File: src/dbg_id_pkg.sv
// constants, field layouts and carrier types for the debug identity register bank
// assumes a 32-bit byte-addressed register bus reaching a 4 KB window
package dbg_id_pkg;
   // ------------------------------------------------------------
   // register byte offsets
   // ------------------------------------------------------------
   localparam logic [11:0] OFS_PERMISSION = 12'hFB8;
   localparam logic [11:0] OFS_CAPABILITY = 12'hFC8;
   localparam logic [11:0] OFS_CAP_EXT_ONE = 12'hFC4;
   localparam logic [11:0] OFS_CAP_EXT_TWO = 12'hFC0;
   localparam logic [11:0] OFS_ARCH_ID = 12'hFBC;
   localparam int ADDR_LSB = 0;
   localparam int ADDR_W = 12;
   // ------------------------------------------------------------
   // permission field encodings and positions
   // ------------------------------------------------------------
   localparam logic [1:0] PERM_ABSENT = 2'h0;
   localparam logic [1:0] PERM_DISABLED = 2'h2;
   localparam logic [1:0] PERM_ENABLED = 2'h3;
   localparam int POS_SEC_NONINV = 6;
   localparam int POS_SEC_INV = 4;
   localparam int POS_NS_NONINV = 2;
   localparam int POS_NS_INV = 0;
   // ------------------------------------------------------------
   // architecture identification layout
   // ------------------------------------------------------------
   localparam int POS_ARCHITECT = 21;
   localparam int POS_PRESENT = 20;
   localparam int POS_REVISION = 16;
   localparam int POS_CONTINUATION = 28;
   // ------------------------------------------------------------
   // reset values and bus encodings
   // ------------------------------------------------------------
   localparam logic [31:0] RST_RDATA = 32'h0000_0000;
   localparam logic [7:0] RST_PERM = 8'h00;
   localparam logic [1:0] HTRANS_NONSEQ = 2'h2;
   localparam logic [2:0] HSIZE_WORD = 3'h2;

   typedef struct packed {
      logic secure_invasive_enable_input;
      logic secure_non_invasive_enable_input;
      logic debug_enable_input;
      logic non_invasive_enable_input;
   } dbg_enables_t;

   typedef struct packed {
      logic sec_noninv;
      logic sec_inv;
      logic ns_noninv;
      logic ns_inv;
   } dbg_support_t;

   typedef struct packed {
      logic [1:0] secure_noninvasive_status;
      logic [1:0] secure_invasive_status;
      logic [1:0] nonsecure_noninvasive_status;
      logic [1:0] nonsecure_invasive_status;
   } perm_status_t;
endpackage

File: src/dbg_identity_regs.sv
// top of the debug identity register bank: ahb-lite slave with read-only words
// assumes a single ahb-lite master, word transfers, hready driven by this slave
`timescale 1ns/1ps
// Overview of operation
// - capability word readable at 0xFC8
// - unused capability bits read zero
// - capability shows built configuration
// - two extension capability words, free reads
// - permission word at 0xFB8, upper bits zero
// - four two-bit permission fields placed
// - field codes absent, disabled, enabled
// - unsupported level always reads zero code
// - secure invasive needs both enables
// - nonsecure invasive follows debug enable
// - secure noninvasive combined enable equation
// - nonsecure noninvasive needs either enable
// - permission changes reflected one cycle later
// - architecture word field layout
// - presence flag clear makes word zero
// - architect holds continuation and identity codes
module dbg_identity_regs import dbg_id_pkg::*; #(
   parameter logic [31:0] CAPABILITY_VAL = 32'h0000_0000,
   parameter logic [31:0] CAPABILITY_USED = 32'h0000_00FF,
   parameter logic [31:0] CAP_EXT_ONE_VAL = 32'h0000_0000,
   parameter logic [31:0] CAP_EXT_TWO_VAL = 32'h0000_0000,
   // arbitrary architect codes
   parameter logic [3:0] ARCH_CONTINUATION = 4'h1,
   parameter logic [6:0] ARCH_IDENTITY = 7'h2A,
   parameter logic ARCH_PRESENT = 1'b1,
   parameter logic [3:0] ARCH_REVISION = 4'h0,
   parameter logic [15:0] ARCHITECTURE_NUMBER = 16'h0001
) (
   input wire logic clk_sys_in,
   input wire logic sys_rst_in,
   input wire logic hsel_in,
   input wire logic [31:0] haddr_in,
   input wire logic [1:0] htrans_in,
   input wire logic hwrite_in,
   input wire logic [2:0] hsize_in,
   input wire logic [31:0] hwdata_in,
   input wire logic hready_in,
   input wire dbg_enables_t enables_in,
   input wire dbg_support_t support_in,
   output logic [31:0] hrdata_out,
   output logic hreadyout_out,
   output logic hresp_out
);
   // ------------------------------------------------------------
   // permission fields
   // ------------------------------------------------------------
   perm_status_t perm;
   dbg_perm_status u_perm (
      .clk_sys_in(clk_sys_in),
      .sys_rst_in(sys_rst_in),
      .enables_in(enables_in),
      .support_in(support_in),
      .status_out(perm)
   );

   // ------------------------------------------------------------
   // read mux
   // ------------------------------------------------------------
   logic [31:0] arch_word;
   assign arch_word = ARCH_PRESENT ? {ARCH_CONTINUATION, ARCH_IDENTITY, 1'b1, ARCH_REVISION,
      ARCHITECTURE_NUMBER} : 32'h0000_0000;

   function automatic logic [31:0] read_word(input logic [11:0] ofs, input perm_status_t p,
         input logic [31:0] arch);
      case (ofs)
         OFS_CAPABILITY: read_word = CAPABILITY_VAL & CAPABILITY_USED;
         OFS_CAP_EXT_ONE: read_word = CAP_EXT_ONE_VAL;
         OFS_CAP_EXT_TWO: read_word = CAP_EXT_TWO_VAL;
         OFS_PERMISSION: read_word = {24'h00_0000, p};
         OFS_ARCH_ID: read_word = arch;
         default: read_word = 32'h0000_0000;
      endcase
   endfunction

   logic rd_req;
   assign rd_req = hsel_in && hready_in && htrans_in == HTRANS_NONSEQ && !hwrite_in;

   // ------------------------------------------------------------
   // bus answer: zero wait, always okay, writes dropped
   // ------------------------------------------------------------
   always_ff @(posedge clk_sys_in or posedge sys_rst_in) begin
      if (sys_rst_in) begin
         hrdata_out <= RST_RDATA;
      end else if (rd_req) begin
         hrdata_out <= read_word(haddr_in[11:0], perm, arch_word);
      end else begin
         hrdata_out <= RST_RDATA;
      end
   end

   always_ff @(posedge clk_sys_in or posedge sys_rst_in) begin
      if (sys_rst_in) begin
         hreadyout_out <= 1'b0;
         hresp_out <= 1'b0;
      end else begin
         hreadyout_out <= 1'b1;
         hresp_out <= 1'b0;
      end
   end

   property p_perm_read;
      @(posedge clk_sys_in) disable iff (sys_rst_in)
      rd_req && haddr_in[11:0] == OFS_PERMISSION |=> hrdata_out == {24'h00_0000, $past(perm)};
   endproperty
   a_perm_read: assert property (p_perm_read) else $error("permission read wrong");
   property p_cap_read;
      @(posedge clk_sys_in) disable iff (sys_rst_in)
      rd_req && haddr_in[11:0] == OFS_CAPABILITY |=> (hrdata_out & ~CAPABILITY_USED) == 32'h0000_0000;
   endproperty
   a_cap_read: assert property (p_cap_read) else $error("unused capability bits set");
   property p_arch_read;
      @(posedge clk_sys_in) disable iff (sys_rst_in)
      rd_req && haddr_in[11:0] == OFS_ARCH_ID |=> hrdata_out[20] == ARCH_PRESENT &&
      (ARCH_PRESENT || hrdata_out == 32'h0000_0000);
   endproperty
   a_arch_read: assert property (p_arch_read) else $error("architecture word wrong");
   property p_write_quiet;
      @(posedge clk_sys_in) disable iff (sys_rst_in)
      hsel_in && hwrite_in |=> hrdata_out == 32'h0000_0000 ##1 hreadyout_out;
   endproperty
   a_write_quiet: assert property (p_write_quiet) else $error("write had an effect");
endmodule

File: src/dbg_perm_status.sv
// derives the four permission fields from the enable inputs each cycle
// assumes enables are synchronous to clk_sys_in
`timescale 1ns/1ps
module dbg_perm_status import dbg_id_pkg::*; (
   input wire logic clk_sys_in,
   input wire logic sys_rst_in,
   input wire dbg_enables_t enables_in,
   input wire dbg_support_t support_in,
   output perm_status_t status_out
);
   function automatic logic [1:0] encode(input logic supported, input logic enabled);
      if (!supported) begin
         encode = PERM_ABSENT;
      end else if (enabled) begin
         encode = PERM_ENABLED;
      end else begin
         encode = PERM_DISABLED;
      end
   endfunction

   logic sid_en;
   logic nonsecure_invasive_status_en;
   logic secure_noninvasive_status_en;
   logic nonsecure_noninvasive_status_en;
   assign sid_en = enables_in.secure_invasive_enable_input & enables_in.debug_enable_input;
   assign nonsecure_invasive_status_en = enables_in.debug_enable_input;
   assign secure_noninvasive_status_en = (enables_in.secure_non_invasive_enable_input | sid_en) &
      (enables_in.non_invasive_enable_input | enables_in.debug_enable_input);
   assign nonsecure_noninvasive_status_en = enables_in.non_invasive_enable_input | enables_in.debug_enable_input;

   // resampled every cycle so a read sees the present state
   always_ff @(posedge clk_sys_in or posedge sys_rst_in) begin
      if (sys_rst_in) begin
         status_out <= RST_PERM;
      end else begin
         status_out.secure_invasive_status <= encode(support_in.sec_inv, sid_en);
         status_out.nonsecure_invasive_status <= encode(support_in.ns_inv, nonsecure_invasive_status_en);
         status_out.secure_noninvasive_status <= encode(support_in.sec_noninv, secure_noninvasive_status_en);
         status_out.nonsecure_noninvasive_status <= encode(support_in.ns_noninv, nonsecure_noninvasive_status_en);
      end
   end

   property p_sid;
      @(posedge clk_sys_in) disable iff (sys_rst_in)
      support_in.sec_inv && sid_en |=> status_out.secure_invasive_status == 2'h3;
   endproperty
   a_sid: assert property (p_sid) else $error("secure invasive not enabled");
   property p_nonsecure_invasive_status;
      @(posedge clk_sys_in) disable iff (sys_rst_in)
      support_in.ns_inv && !enables_in.debug_enable_input |=> status_out.nonsecure_invasive_status == 2'h2;
   endproperty
   a_nonsecure_invasive_status: assert property (p_nonsecure_invasive_status) else $error("nonsecure invasive not disabled");
   property p_secure_noninvasive_status;
      @(posedge clk_sys_in) disable iff (sys_rst_in)
      support_in.sec_noninv |=> status_out.secure_noninvasive_status == {1'b1, $past(secure_noninvasive_status_en)};
   endproperty
   a_secure_noninvasive_status: assert property (p_secure_noninvasive_status) else $error("secure noninvasive wrong");
   property p_nonsecure_noninvasive_status;
      @(posedge clk_sys_in) disable iff (sys_rst_in)
      support_in.ns_noninv && !enables_in.non_invasive_enable_input && enables_in.debug_enable_input
      |=> status_out.nonsecure_noninvasive_status == 2'h3;
   endproperty
   a_nonsecure_noninvasive_status: assert property (p_nonsecure_noninvasive_status) else $error("nonsecure noninvasive wrong");
   property p_absent;
      @(posedge clk_sys_in) disable iff (sys_rst_in)
      !support_in.sec_inv |=> status_out.secure_invasive_status == 2'h0;
   endproperty
   a_absent: assert property (p_absent) else $error("unsupported level not zero");
   property p_no_reserved;
      @(posedge clk_sys_in) disable iff (sys_rst_in)
      ##1 (status_out.secure_invasive_status != 2'h1 && status_out.nonsecure_invasive_status != 2'h1 &&
      status_out.secure_noninvasive_status != 2'h1 && status_out.nonsecure_noninvasive_status != 2'h1);
   endproperty
   a_no_reserved: assert property (p_no_reserved) else $error("reserved code reported");
endmodule

File: config.mk
export PLATFORM = sky130hd
export DESIGN_NAME = dbg_identity_regs
export DESIGN_NICKNAME = d
export VERILOG_FILES = /design/src/dbg_id_pkg.sv /design/src/dbg_identity_regs.sv /design/src/dbg_perm_status.sv
export SDC_FILE = /design/constraint.sdc
export NUM_CORES = 1
export LEC_CHECK = 0
export BUFFER_PORTS_ARGS = -buffer_cell sky130_fd_sc_hd__buf_2
export CAP_MARGIN = 20
export CELL_PAD_IN_SITES_DETAIL_PLACEMENT = 0
export CELL_PAD_IN_SITES_GLOBAL_PLACEMENT = 1
export CORE_MARGIN = 3
export CORE_UTILIZATION = 21
export CTS_CLUSTER_SIZE = 14
export DETAILED_ROUTE_END_ITERATION = 16
export PLACE_DENSITY_LB_ADDON = 0.05
export SLEW_MARGIN = 10
export SYNTH_ARGS = -nofsm -noshare
export SYNTH_HDL_FRONTEND = slang
export SYNTH_SLANG_ARGS = --single-unit
File: constraint.sdc
create_clock -name clk_sys_in -period 1.1 [get_ports clk_sys_in]
set_clock_uncertainty 0.15 [all_clocks]
set_input_delay 0.11 -clock clk_sys_in [delete_from_list [all_inputs] [get_ports clk_sys_in]]
set_output_delay 0.11 -clock clk_sys_in [all_outputs]
set_load 0.005 [all_outputs]
======== After elaboration in Yosys (flattened, before gate mapping) ========
Cells that the tools add are included.
cells by class
  mux-type cells .......................... 10
  bitwise logic cells ..................... 4
  equality and inequality tests ........... 3
  reductions and logical operators ........ 4
operators by type and width
  operator              number
  $pmux 29 s2           1
  $mux 32               1
  $eq 12x12->1 const B  2
  $mux 2                4
  $mux 1                4
  $logic_and 1x1->1     3
  $and 1x1->1           2
  $eq 2x2->1 const B    1
  $or 1x1->1            2
  $logic_not 1->1       1
word-level totals
  input bits .............................. 82
  logic and storage cells ................. 27
  output and inout port bits .............. 34
  register bits ........................... 41

======== Longest topological paths before layout ========
Gate-level depths: netlist (run 1).
  depth after elaboration ................. 5
  mapped depth ............................ 4
  depth with buffers taken out ............ 3

======== By module ========
From an unflattened synthesis (run 1), not the netlist that was laid out.
unflattened totals
  cell total of the unflattened synthesis .. 69
  area total of the unflattened synthesis .. 822.0 um2
modules (own cells, without submodules)
  module             sequential area each (um2)  area each (um2)  cells each  instances
  dbg_identity_regs  250.2                       579.3            54          1
  dbg_perm_status    200.2                       242.7            15          1

======== Worst setup path before layout (run 1) ========
No wires, ideal clock.
  kind .................................... input to register
  start ................................... in htrans_in[0]
  end ..................................... reg hrdata_out[1]
  setup time .............................. 0.082 ns
  required time ........................... 0.868 ns
  slack ................................... -0.454 ns
  stages .................................. 4
  arrival time ............................ 1.323 ns
  path buffers ............................ 1
  path through ............................ or4b_1 -> or4_1 -> buf_6 -> nor3b_2
on the way
  cells in the longest elaborated chain, start to end .. 4
ends and longest elaborated chain
  item                            RTL line                 RTL
  start: declaration              dbg_identity_regs.sv:37  input wire logic [1:0] htrans_in,
  $eq 2x2->1                      dbg_identity_regs.sv:80  assign rd_req = hsel_in && hready_in && htrans_in == HTRANS_NONSEQ && !hwrite_in;
  $logic_and 1x1->1 (2 in a row)  dbg_identity_regs.sv:80
  $mux 32                         dbg_identity_regs.sv:88  end else if (rd_req) begin
  end signal: assignment          dbg_identity_regs.sv:89  hrdata_out <= read_word(haddr_in[11:0], perm, arch_word);
  end: declaration                dbg_identity_regs.sv:44  output logic [31:0] hrdata_out,
No other way between the ends.

======== Worst setup path in the final report (run 1) ========
  start ................................... in htrans_in[0]
  end ..................................... reg hrdata_out[2]
The elaborated chain is that of the path after synthesis.

==> impl_metrics.csv, run 1 <==
group,metric,value,unit
routing,drc,0,
floorplan,pin_count,116,
clock_network,cts_sinks,18,
cells_and_area,layout_commonest_cell,"buf_2",
sta,timing.final.ws_setup,-0.319,ns
floorplan,fp.dieArea,0.00478,mm²
clock_network,root_buffer,"clkbuf_8",
routing,viasPerCell,3.53,
logic_synthesis,ys_ff_latch,18,
logic_synthesis,syn_avg_cell_area,12.1,µm²
critical_path,r2r_start,"u_perm.status_out[4]",
sta,max_freq,0.705,GHz
floorplan,die-height,69.1,µm
power,ir_drop,318,µV
critical_path,rrSetupSlack,0.33,ns
critical_path,crit_slowest_cell,"or4b_1",
placed_design,place.gp.congestion,0.649,
global_routing,grt_overflow,0,
critical_path,criticalPathCategory,"input pin to flop",
critical_path,crit_fanout,9,
critical_path,ff2ff_path_depth,1,
sta,period_share,1.29,
clock_network,clockBufferDepth,2,
logic_synthesis,synth_area_leaders,"dfrtp_1, buf_4, nor3b_2",
flow_run,max_cap_violations,0,
sta,fin_crit,1.42,ns
power,p_leak,0.614,nW
global_routing,grt.total_usage,0.0699,
sta,hold_viol,0,
global_routing,antenna_found_initial,0,
routing,dr.pass1.iters,3,
min_path,hold_start,"haddr_in[2]",
clock_network,cts.reportedPaths.clkPinSlew,0.07,ns
logic_synthesis,synth.distinct_cells,18,
floorplan,core_area,0.00374,mm²
global_routing,grt_pass1_vias,578,
global_routing,grt_pass1_wl,2.62,mm
routing,drt_iter0_drc,15,
clock_network,cts_tree,"yes",
clock_network,h-tree-depth,1,
min_path,whs_endpoint,"hrdata_out[26]",
critical_path,critPathCaptureType,"flop",
critical_path,worstPathRequired,1.13,ns
critical_path,reg2reg_to,"hrdata_out[4]",
floorplan,die_x,69.1,µm
cells_and_area,antenna_cells_inserted,0,
sta,whs,0.0415,ns
routing,num_vias,583,
routing,routed_wl,1.63,mm
logic_synthesis,yosys_warnings,0,
critical_path,cp-start-kind,"input pin",
logic_synthesis,syn-cell-area,837,µm²
critical_path,cp_top_family,"simple AND/OR/NAND/NOR gates",
min_path,worst_hold_path_type,"input pin to flop",
placed_design,portBuffers,40,
critical_path,critPathMaxStageDelay,0.50,ns
logic_synthesis,synthCells,69,
logic_synthesis,netlist.area_leader.share,0.538,
cells_and_area,area.growth.synth_to_final,37.1,%
sta,setup_tns,-2.67,ns
floorplan,start_util,0.224,
routing,final_antenna_net_count,0,
cells_and_area,fin_nets,200,
cells_and_area,layout-drive-gt1-share,0.462,
sta,setup_viol,9,
floorplan,num_rows,22,
critical_path,path_common_cell,"buf_6",
status,outcome,"finished with violations",
clock_network,clock_latency,0.25,ns
clock_network,post-cts-setup-buffers,0,
logic_synthesis,synth-seq-area-share,0.538,
critical_path,path_cells,"buf_6 > or4b_1 > or4_4 > buf_6 > nor3b_2",
cells_and_area,final_cell_mix,"buf_2, conb_1, dfrtp_1",
clock_network,cts_buffers,3,
power,pwr_density_cell,1180,mW/mm²
routing,routedWlPerCell,9.88,µm
global_routing,grt_max_degree,19,
placed_design,place_hpwl,1.21,mm
logic_synthesis,synth_top_area_cell,"dfrtp_1",
critical_path,critical_path_arrival,1.45,ns
min_path,hold_path_depth,3,
sta,rsz0062_at_grt,"true",
status,violations,"negative setup slack",
sta,slew_violations,0,
critical_path,path_buf_inv,2,
## final cells by class
cell class	instances	area (µm²)
Inverter	2	7.51
Sequential cell	18	450
Timing Repair Buffer	51	315
Clock buffer	4	55.1
Tap cell	48	60.1
Fill cell	412	2600
Multi-Input combinational cell	42	259
## synth_stat cells, drive strengths merged
| cell type | n |
|---|---|
| a21boi | 1 |
| nor2 | 3 |
| or4b | 1 |
| nor3b | 7 |
| clkbuf | 1 |
| o21a | 1 |
| inv | 2 |
| o21ai | 1 |
| buf | 25 |
| conb | 2 |
| dfrtp | 18 |
| and3 | 1 |
| nand4 | 1 |
| or4 | 1 |
| nand4b | 2 |
| nand2 | 1 |
| and2 | 1 |
## flip-flops by register name (all words and copies together) (netlist names)
signal / count
u_perm.status_out: 8
hrdata_out: 9
hreadyout_out: 1
## how the worst max path moves through the flow
stage                             from             to  slack (ns)  cells past startpoint
final                     htrans_in[0]  hrdata_out[2]       -0.32                      5
after CTS                 htrans_in[0]  hrdata_out[4]       -0.32                      5
after global routing      htrans_in[0]  hrdata_out[5]       -0.38                      5
after detailed placement  htrans_in[0]  hrdata_out[4]       -0.61                      5
after floorplan           htrans_in[0]  hrdata_out[1]       -0.45                      4
after global placement    htrans_in[0]  hrdata_out[4]       -0.61                      5
## per-stage QoR
| step | cells | utilization | instance area (µm²) | total power [mW] | worst slack, ns |
|---|---|---|---|---|---|
| 6_report | 165 | 0.306 | 1150 | 1.35 | -0.319 |
| 5_1_grt | 165 | 0.306 | 1150 | 1.42 | -0.378 |
| 4_1_cts | 165 | 0.305 | 1140 | 1.37 | -0.318 |
| 3_5_place_dp | 152 | 0.264 | 988 | 0.804 | -0.612 |
| 3_3_place_gp | 152 | 0.264 | 988 | 0.804 | -0.608 |
| 2_1_floorplan | 88 | - | 908 | 0.794 | -0.454 |
## kinds of logic after synthesis
family | synth area share
flip-flops | 0.538
AND/OR/NAND/NOR | 0.187
AO/OA/AOI/OAI | 0.0239
buffers and inverters | 0.242
other | 0.00897
## power by group
group | internal (mW) | leakage, nW | switching [mW]
clock | 0.318 | 0.0288 | 0.219
sequential | 0.679 | 0.236 | 0.00319
combinational | 0.0724 | 0.349 | 0.0634
## routing by layer
metal	share of wire	global-route usage	wire, µm
met2	0.52	0.122	848
met3	0.11	0.0146	178
met5	0	0	0
met1	0.35	0.0757	569
met4	0.021	0.0456	34
## timing repair
action / 4_1_cts / 5_1_grt
endpoints found under the hold margin: 26 / 0
pin swaps: 0 / 0
setup endpoints to repair: 9 / 9
hold buffers: 9 / 0
gates resized for setup: 2 / 1
Note: power is estimated with default switching activity, not from simulation.
==> run 2: changes to the inputs <==
--- a/config.mk
+++ b/config.mk
@@ -5,12 +5,13 @@
 export SDC_FILE = /design/constraint.sdc
 export NUM_CORES = 1
 export LEC_CHECK = 0
+export ABC_AREA = 1
 export BUFFER_PORTS_ARGS = -buffer_cell sky130_fd_sc_hd__buf_2
 export CAP_MARGIN = 20
 export CELL_PAD_IN_SITES_DETAIL_PLACEMENT = 0
 export CELL_PAD_IN_SITES_GLOBAL_PLACEMENT = 1
 export CORE_MARGIN = 3
-export CORE_UTILIZATION = 21
+export CORE_UTILIZATION = 20
 export CTS_CLUSTER_SIZE = 14
 export DETAILED_ROUTE_END_ITERATION = 16
 export PLACE_DENSITY_LB_ADDON = 0.05
==> impl_metrics.csv, run 2 <==
group,metric,value,unit
logic_synthesis,synth-simple-area-share,0.184,
cells_and_area,nFillCells,483,
floorplan,die-height,72.0,µm
cells_and_area,area.growth.synth_to_final,35.2,%
sta,hold_viol,0,
flow_run,max_cap_violations,0,
logic_synthesis,synth_common_cells,"buf_4, nand2_1, dfrtp_1",
global_routing,grt.total_usage,0.0669,
logic_synthesis,synth_top_area_cell,"dfrtp_1",
sta,setup_tns,0,ns
clock_network,cts_buffers,3,
sta,period_share,0.948,
critical_path,crit_fanout,5,
sta,setup_viol,0,
clock_network,cts_sinks,18,
routing,final_antenna_net_count,0,
logic_synthesis,yosys_warnings,0,
routing,routed_wl,1.68,mm
cells_and_area,layout-drive-gt1-share,0.318,
global_routing,grt_overflow,0,
global_routing,grt_pass1_vias,613,
critical_path,critPathCaptureType,"output pin",
clock_network,h-tree-depth,1,
floorplan,num_rows,23,
cells_and_area,largest_reg_flops,9,
placed_design,portBuffers,40,
logic_synthesis,ys.flop_type,"dfrtp_1",
routing,drt_iter0_drc,11,
placed_design,place_hpwl,1.36,mm
clock_network,clockBufferDepth,2,
sta,slew_violations,0,
logic_synthesis,synthAdderAreaFrac,0,
floorplan,pin_count,116,
critical_path,path_buf_inv,1,
sta,whs,0.0123,ns
critical_path,critPathMaxStageDelay,0.40,ns
cells_and_area,fin_nets,234,
placed_design,place.gp.congestion,0.658,
global_routing,grt_max_degree,19,
critical_path,criticalPathCategory,"flop to output pin",
sta,fin_crit,1.04,ns
critical_path,cp-start-kind,"flop",
routing,drc,0,
sta,max_freq,0.959,GHz
clock_network,clock_latency,0.25,ns
routing,routedWlPerCell,8.36,µm
power,pwr_density_cell,1140,mW/mm²
floorplan,start_util,0.213,
floorplan,die_x,72.0,µm
logic_synthesis,synth_area_leaders,"dfrtp_1, buf_4, nand2_1",
logic_synthesis,ys_ff_latch,18,
routing,dr.pass1.iters,2,
critical_path,critical_path_arrival,0.78,ns
logic_synthesis,syn-cell-area,871,µm²
cells_and_area,layout_commonest_cell,"buf_2",
logic_synthesis,synth_top_family_by_area,"buffers and inverters",
status,outcome,"complete, no violations",
global_routing,grt_pass1_wl,2.72,mm
logic_synthesis,synth_compound_area_frac,0.0230,
logic_synthesis,ys_async_sr_fraction,1.00,
min_path,worst_hold_path_type,"input pin to flop",
critical_path,path_cells,"buf_2",
critical_path,cp_top_family,"flip-flops",
cells_and_area,final_cell_mix,"buf_2, nand2_1, conb_1",
logic_synthesis,synthCells,102,
cells_and_area,antenna_cells_inserted,0,
critical_path,crit_slowest_cell,"dfrtp_1",
critical_path,worstPathRequired,0.84,ns
logic_synthesis,synthMuxAreaShare,0,
cells_and_area,top_regs,"hrdata_out x9, u_perm.status_out x8, hreadyout_out x1",
routing,viasPerCell,3.20,
sta,rsz0062_at_grt,"false",
logic_synthesis,synth.distinct_cells,13,
power,p_leak,0.692,nW
clock_network,cts.reportedPaths.clkPinSlew,0.06,ns
cells_and_area,regMostFlops,"hrdata_out",
logic_synthesis,yosysMostFrequentCell,"buf_4",
clock_network,cts_tree,"yes",
routing,num_vias,644,
logic_synthesis,synth_edf_count,0,
logic_synthesis,synth-seq-area-share,0.517,
floorplan,core_area,0.00409,mm²
logic_synthesis,syn_avg_cell_area,8.54,µm²
critical_path,rrSetupSlack,0.30,ns
floorplan,fp.dieArea,0.00518,mm²
power,ir_drop,323,µV
logic_synthesis,netlist.area_leader.share,0.517,
global_routing,antenna_found_initial,0,
logic_synthesis,synth_xor_area_frac,0,
clock_network,post-cts-setup-buffers,0,
clock_network,root_buffer,"clkbuf_8",
## run 2: power breakdown
part	switching [mW]	total [mW]	internal, mW
combinational	0.0699	0.140	0.0697
clock	0.205	0.522	0.317
sequential	0.00394	0.683	0.679
## run 2: cell type report
class / instances / area (µm²) / area share
timing repair buffer: 50 / 298 / 0.253
inverter: 14 / 52.6 / 0.0446
clock buffer: 4 / 55.1 / 0.0468
multi-input combinational: 65 / 259 / 0.220
tap: 50 / 62.6 / 0.0531
sequential: 18 / 450 / 0.383
## run 2: per-layer routing
layer,track usage,wire length [µm]
met1,0.0810,685
met2,0.110,792
met3,0.0139,180
met4,0.0376,23
met5,0,0
## run 2: cell families after synthesis
logic type,count (synthesis)
compound gates,3
simple gates,41
buf+inv,38
flops,18
other cells,2
## run 2: repair_timing
action	4_1_cts	5_1_grt
hold buffers	9	0
hold endpoints to repair	26	0
setup endpoints to repair	0	1
resized for setup	0	1
## run 2: worst paths after layout
path	from	to	cells after the start
worst max-delay path	hrdata_out[26]	hrdata_out[26]	1
worst min-delay path	haddr_in[0]	hrdata_out[26]	4
worst max register to register	u_perm.status_out[0]	hrdata_out[0]	4
worst min register to register	u_perm.status_out[2]	hrdata_out[2]	2
max in group asynchronous	sys_rst_in	u_perm.status_out[3]	4
min in group asynchronous	sys_rst_in	hrdata_out[2]	4
## run 2: per-stage QoR
stage / worst slack, ns / util / area, µm² / instances / total power [mW]
finish: 0.0577 / 0.288 / 1180 / 201 / 1.34
global placement: 0.0863 / 0.253 / 1030 / 188 / 0.810
CTS: 0.0378 / 0.288 / 1180 / 201 / 1.38
detailed placement: 0.0805 / 0.253 / 1030 / 188 / 0.811
floorplan: 0.298 / - / 942 / 121 / 0.799
global route: 0.0127 / 0.288 / 1180 / 201 / 1.42
